==> src/scp_consts.svh <==
// Constants for the serial control port: register offsets, field positions, resets, timing
// Assumes inclusion by bare name from the package and the bench
`ifndef SCP_CONSTS_SVH
`define SCP_CONSTS_SVH
`define SCP_ADDR_W 13
`define SCP_MAP_DEPTH 32
`define SCP_REG_PORT_CFG 13'h0000
`define SCP_REG_READBACK 13'h0001
`define SCP_REG_UPDATE 13'h000F
`define SCP_CFG_LSB_A 1
`define SCP_CFG_LSB_B 6
`define SCP_CFG_ASC_A 2
`define SCP_CFG_ASC_B 5
`define SCP_CFG_3WIRE 3
`define SCP_RB_ACTIVE_BIT 5
`define SCP_UPD_BIT 0
`define SCP_CFG_RESET 8'h00
`define SCP_I2C_ADDR_HI 5'h15
`define SCP_ADDR_TOP 13'h1FFF
`define SCP_SCLK_DIV 4'h8
`define SCP_HOST_ADDR 8'h00
`define SCP_HOST_WDATA 8'h04
`define SCP_HOST_CTRL 8'h08
`define SCP_HOST_STATUS 8'h0C
`define SCP_HOST_RDATA 8'h10
`endif

==> src/scp_pkg.sv <==
// Types shared by both ends of the serial control port
// Assumes scp_consts.svh is on the include path
`include "scp_consts.svh"
package scp_pkg;
    typedef logic [`SCP_ADDR_W-1:0] scp_addr_t;
    typedef logic [7:0] scp_byte_t;
    typedef enum logic [1:0] {
        SCP_ST_IDLE = 2'b00,
        SCP_ST_INSTR = 2'b01,
        SCP_ST_DATA = 2'b11
    } scp_state_t;
endpackage

==> src/scp_if.sv <==
// Interface joining the serial master and the serial slave
// Assumes the bench resolves the shared data wire from the enables
interface scp_if;
    logic sclk;
    logic cs_n;
    logic sdio_m_o;
    logic sdio_m_oe_n;
    logic sdio_s_o;
    logic sdio_s_oe_n;
    logic sdio_i;
    logic serial_data_output_pin;
    logic serial_data_output_pin_oe_n;
    modport master (output sclk, output cs_n, output sdio_m_o, output sdio_m_oe_n,
                    input sdio_i, input serial_data_output_pin, input serial_data_output_pin_oe_n);
    modport slave (input sclk, input cs_n, input sdio_i, output sdio_s_o, output sdio_s_oe_n,
                   output serial_data_output_pin, output serial_data_output_pin_oe_n);
endinterface

==> src/scp_slave.sv <==
// Serial control port slave: strap sampling, instruction decode, streaming register access
// Assumes sclk, cs_n and data come from another domain and are sampled by i_clock
//
// Decided for this implementation: the Wishbone slave port.
module scp_slave (
    // Clock and reset
    input wire logic i_clock,
    input wire logic i_rstn,
    // Straps
    input wire logic i_port_select_strap_low,
    input wire logic i_port_select_strap_high,
    // Serial link
    scp_if.slave bus,
    // Status
    output logic o_spi_enabled,
    output logic [6:0] o_i2c_address,
    output logic [7:0] o_active_reg1
);
    import scp_pkg::*;
    typedef struct packed {
        logic [1:0] sclk_s2;
        logic [1:0] cs_s2;
        logic [1:0] sdi_s1;
        logic sclk_d;
        logic [1:0] strap_s1;
        logic [1:0] strap_s2;
        logic [1:0] strap_cnt;
        logic strap_done;
        logic spi_en;
        logic [1:0] strap;
        scp_state_t st;
        logic [4:0] cnt;
        logic [15:0] sh;
        logic rd;
        scp_addr_t addr;
        logic lsb;
        logic [7:0] port_cfg;
        logic [7:0] obyte;
        logic dout;
        logic drive;
    } scp_slv_t;
    scp_slv_t cur_ff, nxt_ff;
    scp_byte_t buf_mem_ff [`SCP_MAP_DEPTH];
    scp_byte_t act_mem_ff [`SCP_MAP_DEPTH];
    logic wr_en, upd_en, rise, fall, cs_n, sdi, ldone;
    scp_addr_t waddr;
    scp_byte_t wbyte;

    // Map index from an address
    function automatic logic [4:0] scp_idx(input scp_addr_t a);
        scp_idx = a[4:0];
    endfunction

    // Read source for one address
    function automatic scp_byte_t scp_rd(input scp_addr_t a, input logic use_act, input logic [7:0] cfg);
        if (a == `SCP_REG_PORT_CFG) begin
            scp_rd = cfg;
        end else if (a >= scp_addr_t'(`SCP_MAP_DEPTH)) begin
            scp_rd = 8'h00;
        end else begin
            scp_rd = use_act ? act_mem_ff[scp_idx(a)] : buf_mem_ff[scp_idx(a)];
        end
    endfunction

    assign rise = cur_ff.sclk_s2[1] & ~cur_ff.sclk_d;
    assign fall = ~cur_ff.sclk_s2[1] & cur_ff.sclk_d;
    assign cs_n = cur_ff.cs_s2[1];
    assign sdi = cur_ff.sdi_s1[1];

    // Next-state logic
    always_comb begin
        logic [15:0] sh_n;
        logic use_act;
        scp_byte_t ob;
        sh_n = 16'h0000;
        use_act = 1'b0;
        ob = 8'h00;
        nxt_ff = cur_ff;
        wr_en = 1'b0;
        upd_en = 1'b0;
        waddr = cur_ff.addr;
        wbyte = 8'h00;
        ldone = 1'b0;
        nxt_ff.sclk_s2 = {cur_ff.sclk_s2[0], bus.sclk};
        nxt_ff.cs_s2 = {cur_ff.cs_s2[0], bus.cs_n};
        nxt_ff.sdi_s1 = {cur_ff.sdi_s1[0], bus.sdio_i};
        nxt_ff.sclk_d = cur_ff.sclk_s2[1];
        nxt_ff.strap_s1 = {i_port_select_strap_high, i_port_select_strap_low};
        nxt_ff.strap_s2 = cur_ff.strap_s1;
        // Straps caught once after reset release, once both sync stages hold pin levels
        if (!cur_ff.strap_done) begin
            nxt_ff.strap_cnt = cur_ff.strap_cnt + 2'h1;
            if (cur_ff.strap_cnt == 2'h2) begin
                nxt_ff.strap_done = 1'b1;
                nxt_ff.strap = cur_ff.strap_s2;
                nxt_ff.spi_en = ~cur_ff.strap_s2[1] & ~cur_ff.strap_s2[0];
            end
        end
        use_act = act_mem_ff[scp_idx(`SCP_REG_READBACK)][`SCP_RB_ACTIVE_BIT];
        sh_n = cur_ff.lsb ? {sdi, cur_ff.sh[15:1]} : {cur_ff.sh[14:0], sdi};
        if (cs_n || !cur_ff.spi_en) begin
            nxt_ff.st = SCP_ST_IDLE;
            nxt_ff.drive = 1'b0;
            nxt_ff.cnt = 5'h00;
            nxt_ff.lsb = cur_ff.port_cfg[`SCP_CFG_LSB_A] | cur_ff.port_cfg[`SCP_CFG_LSB_B];
        end else begin
            unique case (cur_ff.st)
                SCP_ST_IDLE: begin
                    nxt_ff.st = SCP_ST_INSTR;
                    nxt_ff.cnt = 5'h00;
                end
                SCP_ST_INSTR: begin
                    if (rise) begin
                        nxt_ff.sh = sh_n;
                        nxt_ff.cnt = cur_ff.cnt + 5'h01;
                        if (cur_ff.cnt == 5'h0F) begin
                            // Full 16-bit word; either shift order leaves instruction bit i at sh_n[i]
                            nxt_ff.rd = sh_n[15];
                            nxt_ff.addr = sh_n[12:0];
                            nxt_ff.st = SCP_ST_DATA;
                            nxt_ff.cnt = 5'h00;
                        end
                    end
                end
                SCP_ST_DATA: begin
                    if (cur_ff.rd) begin
                        // Load byte and drive bits on falling edges
                        if (fall) begin
                            ob = (cur_ff.cnt[2:0] == 3'h0) ? scp_rd(cur_ff.addr, use_act, cur_ff.port_cfg)
                                                           : cur_ff.obyte;
                            nxt_ff.dout = cur_ff.lsb ? ob[0] : ob[7];
                            nxt_ff.obyte = cur_ff.lsb ? {1'b0, ob[7:1]} : {ob[6:0], 1'b0};
                            nxt_ff.drive = 1'b1;
                        end
                        if (rise) begin
                            nxt_ff.cnt = cur_ff.cnt + 5'h01;
                            ldone = (cur_ff.cnt[2:0] == 3'h7);
                        end
                    end else if (rise) begin
                        nxt_ff.sh = sh_n;
                        nxt_ff.cnt = cur_ff.cnt + 5'h01;
                        if (cur_ff.cnt[2:0] == 3'h7) begin
                            wbyte = cur_ff.lsb ? sh_n[15:8] : sh_n[7:0];
                            ldone = 1'b1;
                            if (cur_ff.addr == `SCP_REG_PORT_CFG) begin
                                nxt_ff.port_cfg = wbyte;
                            end else if (cur_ff.addr == `SCP_REG_UPDATE) begin
                                upd_en = wbyte[`SCP_UPD_BIT];
                            end else begin
                                wr_en = 1'b1;
                            end
                        end
                    end
                    if (ldone) begin
                        // Step address each byte, no skipping
                        if (cur_ff.port_cfg[`SCP_CFG_ASC_A] | cur_ff.port_cfg[`SCP_CFG_ASC_B]) begin
                            nxt_ff.addr = cur_ff.addr + 13'h0001;
                        end else begin
                            nxt_ff.addr = cur_ff.addr - 13'h0001;
                        end
                    end
                end
                default: nxt_ff.st = SCP_ST_IDLE;
            endcase
        end
    end

    // State register
    always_ff @(posedge i_clock or negedge i_rstn) begin
        if (!i_rstn) begin
            cur_ff <= '0;
            cur_ff.cs_s2 <= 2'h3;
            cur_ff.port_cfg <= `SCP_CFG_RESET;
        end else begin
            cur_ff <= nxt_ff;
        end
    end

    // Buffer and active register arrays
    always_ff @(posedge i_clock or negedge i_rstn) begin
        if (!i_rstn) begin
            for (int i = 0; i < `SCP_MAP_DEPTH; i++) begin
                buf_mem_ff[i] <= 8'h00;
                act_mem_ff[i] <= 8'h00;
            end
        end else begin
            if (wr_en && waddr < scp_addr_t'(`SCP_MAP_DEPTH)) begin
                buf_mem_ff[scp_idx(waddr)] <= wbyte;
            end
            if (upd_en) begin
                for (int i = 0; i < `SCP_MAP_DEPTH; i++) begin
                    act_mem_ff[i] <= buf_mem_ff[i];
                end
            end
        end
    end

    // Pin drive: released while chip select high
    always_comb begin
        logic en;
        logic three;
        en = cur_ff.drive & ~cs_n & cur_ff.spi_en;
        three = cur_ff.port_cfg[`SCP_CFG_3WIRE];
        bus.sdio_s_o = cur_ff.dout;
        bus.sdio_s_oe_n = ~(en & three);
        bus.serial_data_output_pin = cur_ff.dout;
        bus.serial_data_output_pin_oe_n = ~(en & ~three);
    end

    assign o_spi_enabled = cur_ff.spi_en;
    assign o_i2c_address = {`SCP_I2C_ADDR_HI, cur_ff.strap};
    assign o_active_reg1 = act_mem_ff[scp_idx(`SCP_REG_READBACK)];
endmodule

==> src/flat_wrapper.sv <==
// flat-port wrapper written by rule: the top's interface ports become plain ports
module scp_slave_flat import scp_pkg::*;
  (i_clock, i_rstn, i_port_select_strap_low, i_port_select_strap_high, o_spi_enabled, o_i2c_address, o_active_reg1, bus_sclk, bus_cs_n, bus_sdio_i, bus_sdio_s_o, bus_sdio_s_oe_n, bus_serial_data_output_pin, bus_serial_data_output_pin_oe_n);
  scp_if bus_i ();
  input wire logic i_clock;
  input wire logic i_rstn;
  input wire logic i_port_select_strap_low;
  input wire logic i_port_select_strap_high;
  output logic o_spi_enabled;
  output logic [6:0] o_i2c_address;
  output logic [7:0] o_active_reg1;
  input wire logic [$bits(bus_i.sclk)-1:0] bus_sclk;
  input wire logic [$bits(bus_i.cs_n)-1:0] bus_cs_n;
  input wire logic [$bits(bus_i.sdio_i)-1:0] bus_sdio_i;
  output wire logic [$bits(bus_i.sdio_s_o)-1:0] bus_sdio_s_o;
  output wire logic [$bits(bus_i.sdio_s_oe_n)-1:0] bus_sdio_s_oe_n;
  output wire logic [$bits(bus_i.serial_data_output_pin)-1:0] bus_serial_data_output_pin;
  output wire logic [$bits(bus_i.serial_data_output_pin_oe_n)-1:0] bus_serial_data_output_pin_oe_n;
  assign bus_i.sclk = bus_sclk;
  assign bus_i.cs_n = bus_cs_n;
  assign bus_i.sdio_i = bus_sdio_i;
  assign bus_sdio_s_o = bus_i.sdio_s_o;
  assign bus_sdio_s_oe_n = bus_i.sdio_s_oe_n;
  assign bus_serial_data_output_pin = bus_i.serial_data_output_pin;
  assign bus_serial_data_output_pin_oe_n = bus_i.serial_data_output_pin_oe_n;
  scp_slave u_core (.i_clock(i_clock), .i_rstn(i_rstn), .i_port_select_strap_low(i_port_select_strap_low), .i_port_select_strap_high(i_port_select_strap_high), .bus(bus_i), .o_spi_enabled(o_spi_enabled), .o_i2c_address(o_i2c_address), .o_active_reg1(o_active_reg1));
endmodule
==> config.mk <==
export PLATFORM = sky130hd
export DESIGN_NAME = scp_slave_flat
export DESIGN_NICKNAME = d
export VERILOG_FILES = /design/src/scp_pkg.sv /design/src/scp_if.sv /design/src/scp_slave.sv /design/src/flat_wrapper.sv
export VERILOG_INCLUDE_DIRS = /design/src
export SDC_FILE = /design/constraint.sdc
export NUM_CORES = 1
export LEC_CHECK = 0
export ABC_AREA = 1
export BUFFER_PORTS_ARGS = -buffer_cell sky130_fd_sc_hd__buf_2
export CORE_UTILIZATION = 30
export DETAILED_ROUTE_END_ITERATION = 8
export HOLD_SLACK_MARGIN = 0.05
export SYNTH_ARGS = -nofsm -noshare
export SYNTH_HDL_FRONTEND = slang
export SYNTH_SLANG_ARGS = --single-unit
==> constraint.sdc <==
create_clock -name i_clock -period 6.27 [get_ports i_clock]
set_input_delay 0.9405 -clock i_clock [delete_from_list [all_inputs] [get_ports i_clock]]
set_output_delay 0.9405 -clock i_clock [all_outputs]
set_load 0.05 [all_outputs]
==> results.yml, run 1 <==
run_status:
  status: "finished clean"
clock_tree:
  cts_hold_buf: 0
  root_buffer: "clkbuf_16"
  cts_setup_buffers: 0
  cts.sinks: 585
  clockBufferDepth: 3
  htreeDepth: 3
  clk_pin_slew_ns: 0.06
  worstSkewPairLatency_ns: 0.61
  cts_buffers: 69
  cts_tree: "built"
  cts_resized: 0
drt:
  routedWlPerCell_um: 17.08
  top_layer_used: "met4"
  first_iter_violations: 2107
  vias: 22420
  drc: 0
  met3_length_um: 4740
  drt_pass1_iterations: 8
  drt-met1-wl_um: 37190
  post_drt_via_cell_ratio: 4.794
  wl_um: 79900
  wl_met2_um: 35720
  ant_nets: 0
timing:
  maxSlewViolCount: 0
  rsz0062_at_grt: "no"
  fin_crit_ns: 4.083
  fin_skew_ns: 0.02412
  tightest_slew_ns: 1.160
  fin_crit_sh: 0.6511
  fin_setup_tns_ns: 0
  relSlewSlack: 0.2264
  setup_viol: 0
  hold_viol_final: 0
  max_freq_mhz: 244.9
logic_synthesis:
  synth_area_leaders: "dfrtp_1 51%, nand2_1 19%, o21ai_1 4.8%"
  ys_warn_count: 0
  ys_top_cells_by_count: "1,433 x nand2_1, 583 x dfrtp_1, 272 x o21ai_1"
  synth_area_um2: 28480
  syn_inst: 3475
  synth_edf_count: 0
  ys_ff_latch: 585
  ys_dominant_reg_cell: "dfrtp_1"
  synthDistinctLibCells: 41
  avgSynthCellArea_um2: 8.196
  yosysMostFrequentCell: "nand2_1"
  synth.top_cell.area_share: 0.5122
  synthArstFlopShare: 1.000
  yosysSeqAreaShare: 0.5141
  synth_area_leader_cell: "dfrtp_1"
floorplanning:
  rows: 112
  pin_count: 27
  start_util: 0.3038
  die_x_um: 310.1
  die-area_um2: 96170
  coreArea_um2: 93750
  die_h_um: 310.1
global_routing:
  grt_use_total: 0.1676
  grt_max_degree: 182
  grt_pass1_wl_um: 126200
  antenna_found_initial: 0
  overflow: 0
  first_global_vias: 21300
critical_path:
  cp_cell_sequence: "nand2_2 > nor2_1 > nand2_1 > nor3_2 > nand4_4 > buf_12 > buf_4 > mux2_1"
  cp-end-kind: "flop"
  crit_fanout: 181
  critPathArrivalTime_ns: 4.57
  worst_path_max_delay_cell: "dfrtp_4"
  crit_buf_inv: 2
  path_class: "flop to flop"
  crit_path_max_incr_delay_ns: 0.88
  cp_top_family: "simple AND/OR/NAND/NOR gates"
  timing.rr.start: "u_core.waddr[0]"
  crit_start: "u_core.waddr[0]"
  start_kind: "flop"
  required_ns: 6.76
placement:
  gp_congestion: 0.8898
  port_buffers: 21
  place_hpwl_um: 48550
power_and_ir_drop:
  static-leakage-power_nw: 15.34
  cellPowerDensity_nw_per_um2: 251.9
  power_frac_clock: 0.514
  combinationalPowerShare: 0.013
  swShare: 0.2141
  ir_drop_mv: 0.2224
  seqPwrFrac: 0.474
  p_sw_mw: 1.710
  internal-power_mw: 6.277
layout:
  area_delta_synth_final_pct: 11.33
  antenna_cells: 0
  utilization: 0.3382
  drive_above_1_share: 0.08355
  layout.nets: 3386
min_path:
  hp-class: "primary input to asynchronous set/reset pin"
run:
  maxCapViolations: 0
-- per-layer routing --
| metal | global-route usage | vias up |
|---|---|---|
| met3 | 0.02275 | 107 |
| met5 | 0 | - |
| met1 | 0.2385 | 10870 |
| li1 | - | 10820 |
| met4 | 0.05682 | 0 |
| met2 | 0.2607 | 627 |
-- per-stage QoR --
| step | cell area, um^2 | instances | hold slack, ns | power, mW | setup slack (ns) |
|---|---|---|---|---|---|
| 3_3_place_gp | 29390 | 4555 | 0.3315 | 3.959 | 2.451 |
| 4_1_cts | 31710 | 4677 | 0.3267 | 8.060 | 2.404 |
| 2_1_floorplan | 28490 | 3478 | 0.3312 | 3.872 | 3.955 |
| 5_1_grt | 31710 | 4677 | 0.3505 | 8.229 | 2.155 |
| 3_5_place_dp | 29390 | 4555 | 0.3363 | 3.959 | 2.422 |
| 6_report | 31710 | 4677 | 0.3149 | 7.986 | 2.187 |
-- placed cells by master, fill, tap and decap left out, drive strengths merged, types with 12 or more instances in the layout --
| master | n |
|---|---|
| nand2 | 1434 |
| inv | 186 |
| clkbuf | 108 |
| buf | 55 |
| mux2 | 167 |
| o21ai | 448 |
| nand4 | 12 |
| a21oi | 43 |
| nand3 | 123 |
| dfrtp | 583 |
| nor2 | 180 |
-- power by group through the flow --
stage / logic [mW] / registers (mW) / clock network, mW
6_report: 0.101 / 3.78 / 4.10
5_1_grt: 0.119 / 3.78 / 4.33
4_1_cts: 0.108 / 3.78 / 4.17
3_5_place_dp: 0.108 / 3.85 / 0
3_3_place_gp: 0.108 / 3.85 / 0
2_1_floorplan: 0.0190 / 3.85 / 0
-- worst reg2reg max path, cell delays in order (launching register included) --
cell,delay [ns]
dfrtp_4,0.88
nand2_2,0.50
nor2_1,0.27
nand2_1,0.10
nor3_2,0.37
nand4_4,0.14
buf_12,0.31
buf_4,0.89
mux2_1,0.51
-- worst paths after layout --
kind | endpoint | slack, ns | cells after the start
max | u_core.act_mem_ff[222] | 2.19 | 8
min | u_core.cur_ff[60] | 0.31 | 1
min in group i_clock | u_core.cur_ff[62] | 0.35 | 0
min reg2reg | u_core.cur_ff[62] | 0.35 | 0
max reg2reg | u_core.act_mem_ff[222] | 2.19 | 8
max in group asynchronous | u_core.waddr[0] | 4.70 | 2
-- final cells by class --
cell class                 instances  area (um^2)
fill                            9756        62040
sequential                       585        14650
multi-input combinational       2478        12050
clock buffer                     108         2117
tap                             1254         1569
inverter                         183        691.9
timing repair buffer              55        432.9
clock inverter                    14        196.4
-- state kept, by name, summed over array words and instances, names as in the netlist --
register,count
u_core.buf_mem_ff,256
u_core.act_mem_ff,248
u_core.cur_ff,55
u_core.waddr,13
u_core.o_active_reg1,8
u_core.o_i2c_address,2
u_core.bus.sdio_s_o,1
u_core.cs_n,1
u_core.o_spi_enabled,1
-- kinds of logic after synthesis --
| logic type | share of synthesized area |
|---|---|
| AND/OR/NAND/NOR | 0.2501 |
| XOR/XNOR | 0.003998 |
| buffers and inverters | 0.06511 |
| AO/OA/AOI/OAI | 0.09041 |
| adder cells (fa/ha/maj) | 0.003075 |
| multiplexers | 0.07297 |
| other | 0.0002637 |
| flip-flops | 0.5141 |
No activity file was read; power rests on OpenSTA's default activity.
==> inputs of run 2 (changes only) <==
--- a/config.mk
+++ b/config.mk
@@ -6,7 +6,7 @@
 export SDC_FILE = /design/constraint.sdc
 export NUM_CORES = 1
 export LEC_CHECK = 0
-export ABC_AREA = 1
+export ABC_AREA = 0
 export BUFFER_PORTS_ARGS = -buffer_cell sky130_fd_sc_hd__buf_2
 export CORE_UTILIZATION = 30
 export DETAILED_ROUTE_END_ITERATION = 8
==> constraint.sdc (replaced) <==
create_clock -name i_clock -period 4.06 [get_ports i_clock]
set_input_delay 0.609 -clock i_clock [delete_from_list [all_inputs] [get_ports i_clock]]
set_output_delay 0.609 -clock i_clock [all_outputs]
set_load 0.05 [all_outputs]
==> results.yml, run 2 <==
run_status:
  status: "finished clean"
logic_synthesis:
  synth_area_leaders: "dfrtp_1 52%, mux2_4 13%, mux2i_1 5.2%"
  synthArstFlopShare: 1.000
  avgSynthCellArea_um2: 12.28
  ys_top_cells_by_count: "583 x dfrtp_1, 356 x nand2_1, 272 x o21ai_0"
  yosysMostFrequentCell: "dfrtp_1"
  synthDistinctLibCells: 68
  synth_area_um2: 27880
  ys_warn_count: 0
  synth_area_leader_cell: "dfrtp_1"
  yosysSeqAreaShare: 0.5251
  syn_inst: 2271
  synth_edf_count: 0
  ys_dominant_reg_cell: "dfrtp_1"
  synth.top_cell.area_share: 0.5232
  ys_ff_latch: 585
global_routing:
  antenna_found_initial: 2
  overflow: 0
  grt_pass1_wl_um: 117000
  grt_use_total: 0.1618
  grt_max_degree: 109
  first_global_vias: 17850
power_and_ir_drop:
  seqPwrFrac: 0.497
  static-leakage-power_nw: 13.80
  cellPowerDensity_nw_per_um2: 377.6
  swShare: 0.2166
  finalPower_mw: 11.76
  p_sw_mw: 2.546
  power_frac_clock: 0.489
  ir_drop_mv: 0.3544
  internal-power_mw: 9.211
  combinationalPowerShare: 0.014
drt:
  routedWlPerCell_um: 21.40
  post_drt_via_cell_ratio: 5.078
  first_iter_violations: 1774
  drc: 0
  drt_pass1_iterations: 5
  wl_um: 75410
  vias: 17890
  ant_nets: 0
timing:
  fin_crit_ns: 3.546
  fin_skew_ns: 0.02583
  fin_setup_tns_ns: 0
  setup_viol: 0
  maxSlewViolCount: 0
  tightest_slew_ns: 1.223
  worst_slack_ns: 0.5141
  fin_crit_sh: 0.8734
  hold_viol_final: 0
  relSlewSlack: 0.1813
  worst_hold_slack_ns: 0.3477
  rsz0062_at_grt: "no"
  max_freq_mhz: 282.0
critical_path:
  reg2reg_slack_ns: 0.51
  cp-end-kind: "flop"
  critical_path.most_common_cell: "buf_4"
  crit_buf_inv: 2
  crit_fanout: 28
  crit_path_max_incr_delay_ns: 0.85
  start_kind: "flop"
  path_class: "flop to flop"
  timing.rr.start: "u_core.waddr[0]"
  critPathArrivalTime_ns: 4.05
  reg2reg_depth: 8
  r2r_end: "u_core.bus.sdio_s_o"
  critPathCapture: "u_core.bus.sdio_s_o"
  cp_top_family: "compound AO/OA/AOI/OAI gates"
  crit_start: "u_core.waddr[0]"
  worst_path_max_delay_cell: "dfrtp_4"
  cp_cell_sequence: "buf_4 > mux2i_1 > o22ai_1 > or4_1 > o311ai_0 > buf_4 > and3_1 > o221ai_1"
  required_ns: 4.57
  cp.depth: 8
layout:
  top_register: "u_core.buf_mem_ff"
  largest_register_ffs: 256
  seqCellArea_um2: 14650
  final_cell_mix: "580 x dfrtp_1, 356 x nand2_1, 272 x o21ai_0"
  multiInputGateArea_um2: 11940
  fill_cells: 9065
  fin_area_um2: 31140
  drive_above_1_share: 0.2368
  layout.nets: 2246
  antenna_cells: 0
  layout_commonest_cell: "dfrtp_1"
  area_delta_synth_final_pct: 11.67
  top_regs: "u_core.buf_mem_ff: 256 flops, u_core.act_mem_ff: 248 flops, u_core.cur_ff: 55 flops"
floorplanning:
  coreArea_um2: 91800
  die_x_um: 306.9
  pin_count: 27
  rows: 111
  die-area_um2: 94170
  start_util: 0.3037
  die_h_um: 306.9
run:
  maxCapViolations: 0
clock_tree:
  cts_tree: "built"
  cts_buffers: 60
  clk_pin_slew_ns: 0.06
  clockBufferDepth: 3
  cts.sinks: 585
  root_buffer: "clkbuf_16"
  cts_resized: 0
  worstSkewPairLatency_ns: 0.65
  htreeDepth: 2
placement:
  gp_congestion: 0.9618
  place_area_um2: 29010
  port_buffers: 21
  place_ws_ns: 0.5766
  place_hpwl_um: 50700
min_path:
  hp-class: "flop to flop"
## run 2: stage by stage
step / std cells / utilization
floorplan: 2274 / -
global placement: 3407 / 0.3161
detailed placement: 3407 / 0.3161
CTS: 3523 / 0.3392
global route: 3523 / 0.3392
finish: 3523 / 0.3392
## run 2: cell type report
type | instances | area share
multi-input combinational | 1475 | 0.3833
tap | 1243 | 0.04995
clock inverter | 25 | 0.009523
sequential | 585 | 0.4705
inverter | 14 | 0.001688
timing repair buffer | 96 | 0.02829
clock buffer | 85 | 0.05674
## run 2: power groups by stage
stage               clock network [mW]  registers, mW  logic (mW)
floorplan                            0           5.95      0.0290
global placement                     0           5.95       0.168
detailed placement                   0           5.95       0.169
CTS                               5.87           5.84       0.174
global route                      6.09           5.84       0.191
finish                            5.75           5.84       0.164
## run 2: how the worst min path moves through the flow
stage | from | to | slack, ns | cells after the start
after floorplan | i_rstn | u_core.act_mem_ff[0] | 0.31 | 0
after global placement | u_core.cur_ff[65] | u_core.cur_ff[63] | 0.33 | 0
after detailed placement | u_core.cur_ff[64] | u_core.cur_ff[62] | 0.33 | 0
after CTS | u_core.cur_ff[64] | u_core.cur_ff[62] | 0.35 | 0
after global routing | u_core.cur_ff[67] | u_core.cur_ff[68] | 0.35 | 0
final | u_core.cur_ff[67] | u_core.cur_ff[68] | 0.35 | 0
## run 2: worst reg2reg max path, delay by kind of cell, from the launching register on
family / cells / cell delay, ns
buffers and inverters: 2 / 0.64
muxes: 1 / 0.32
and+or+nand+nor: 2 / 0.73
AOI/OAI and AO/OA: 3 / 0.88
DFF: 1 / 0.85
## run 2: timing repair
item,in CTS,in global routing
hold buffers,6,0
hold endpoints to repair,75,0
setup buffers,0,0
## run 2: per-layer routing
metal  up-vias  part of all wire  global-route usage
met5         -                 0                   0
li1       8050                 -                   -
met3       133             0.068             0.03218
met4         0             0.037             0.05953
met1      9144              0.44              0.2265
met2       563              0.45              0.2471
## run 2: cells by family after synthesis
group | Yosys count | share of synthesized area
flops | 585 | 0.5251
simple gates | 541 | 0.08728
mux | 475 | 0.2435
compound gates | 443 | 0.09208
buf+inv | 214 | 0.04739
fa+ha+maj | 7 | 0.003141
xor+xnor | 4 | 0.001256
other cells | 2 | 0.0002693
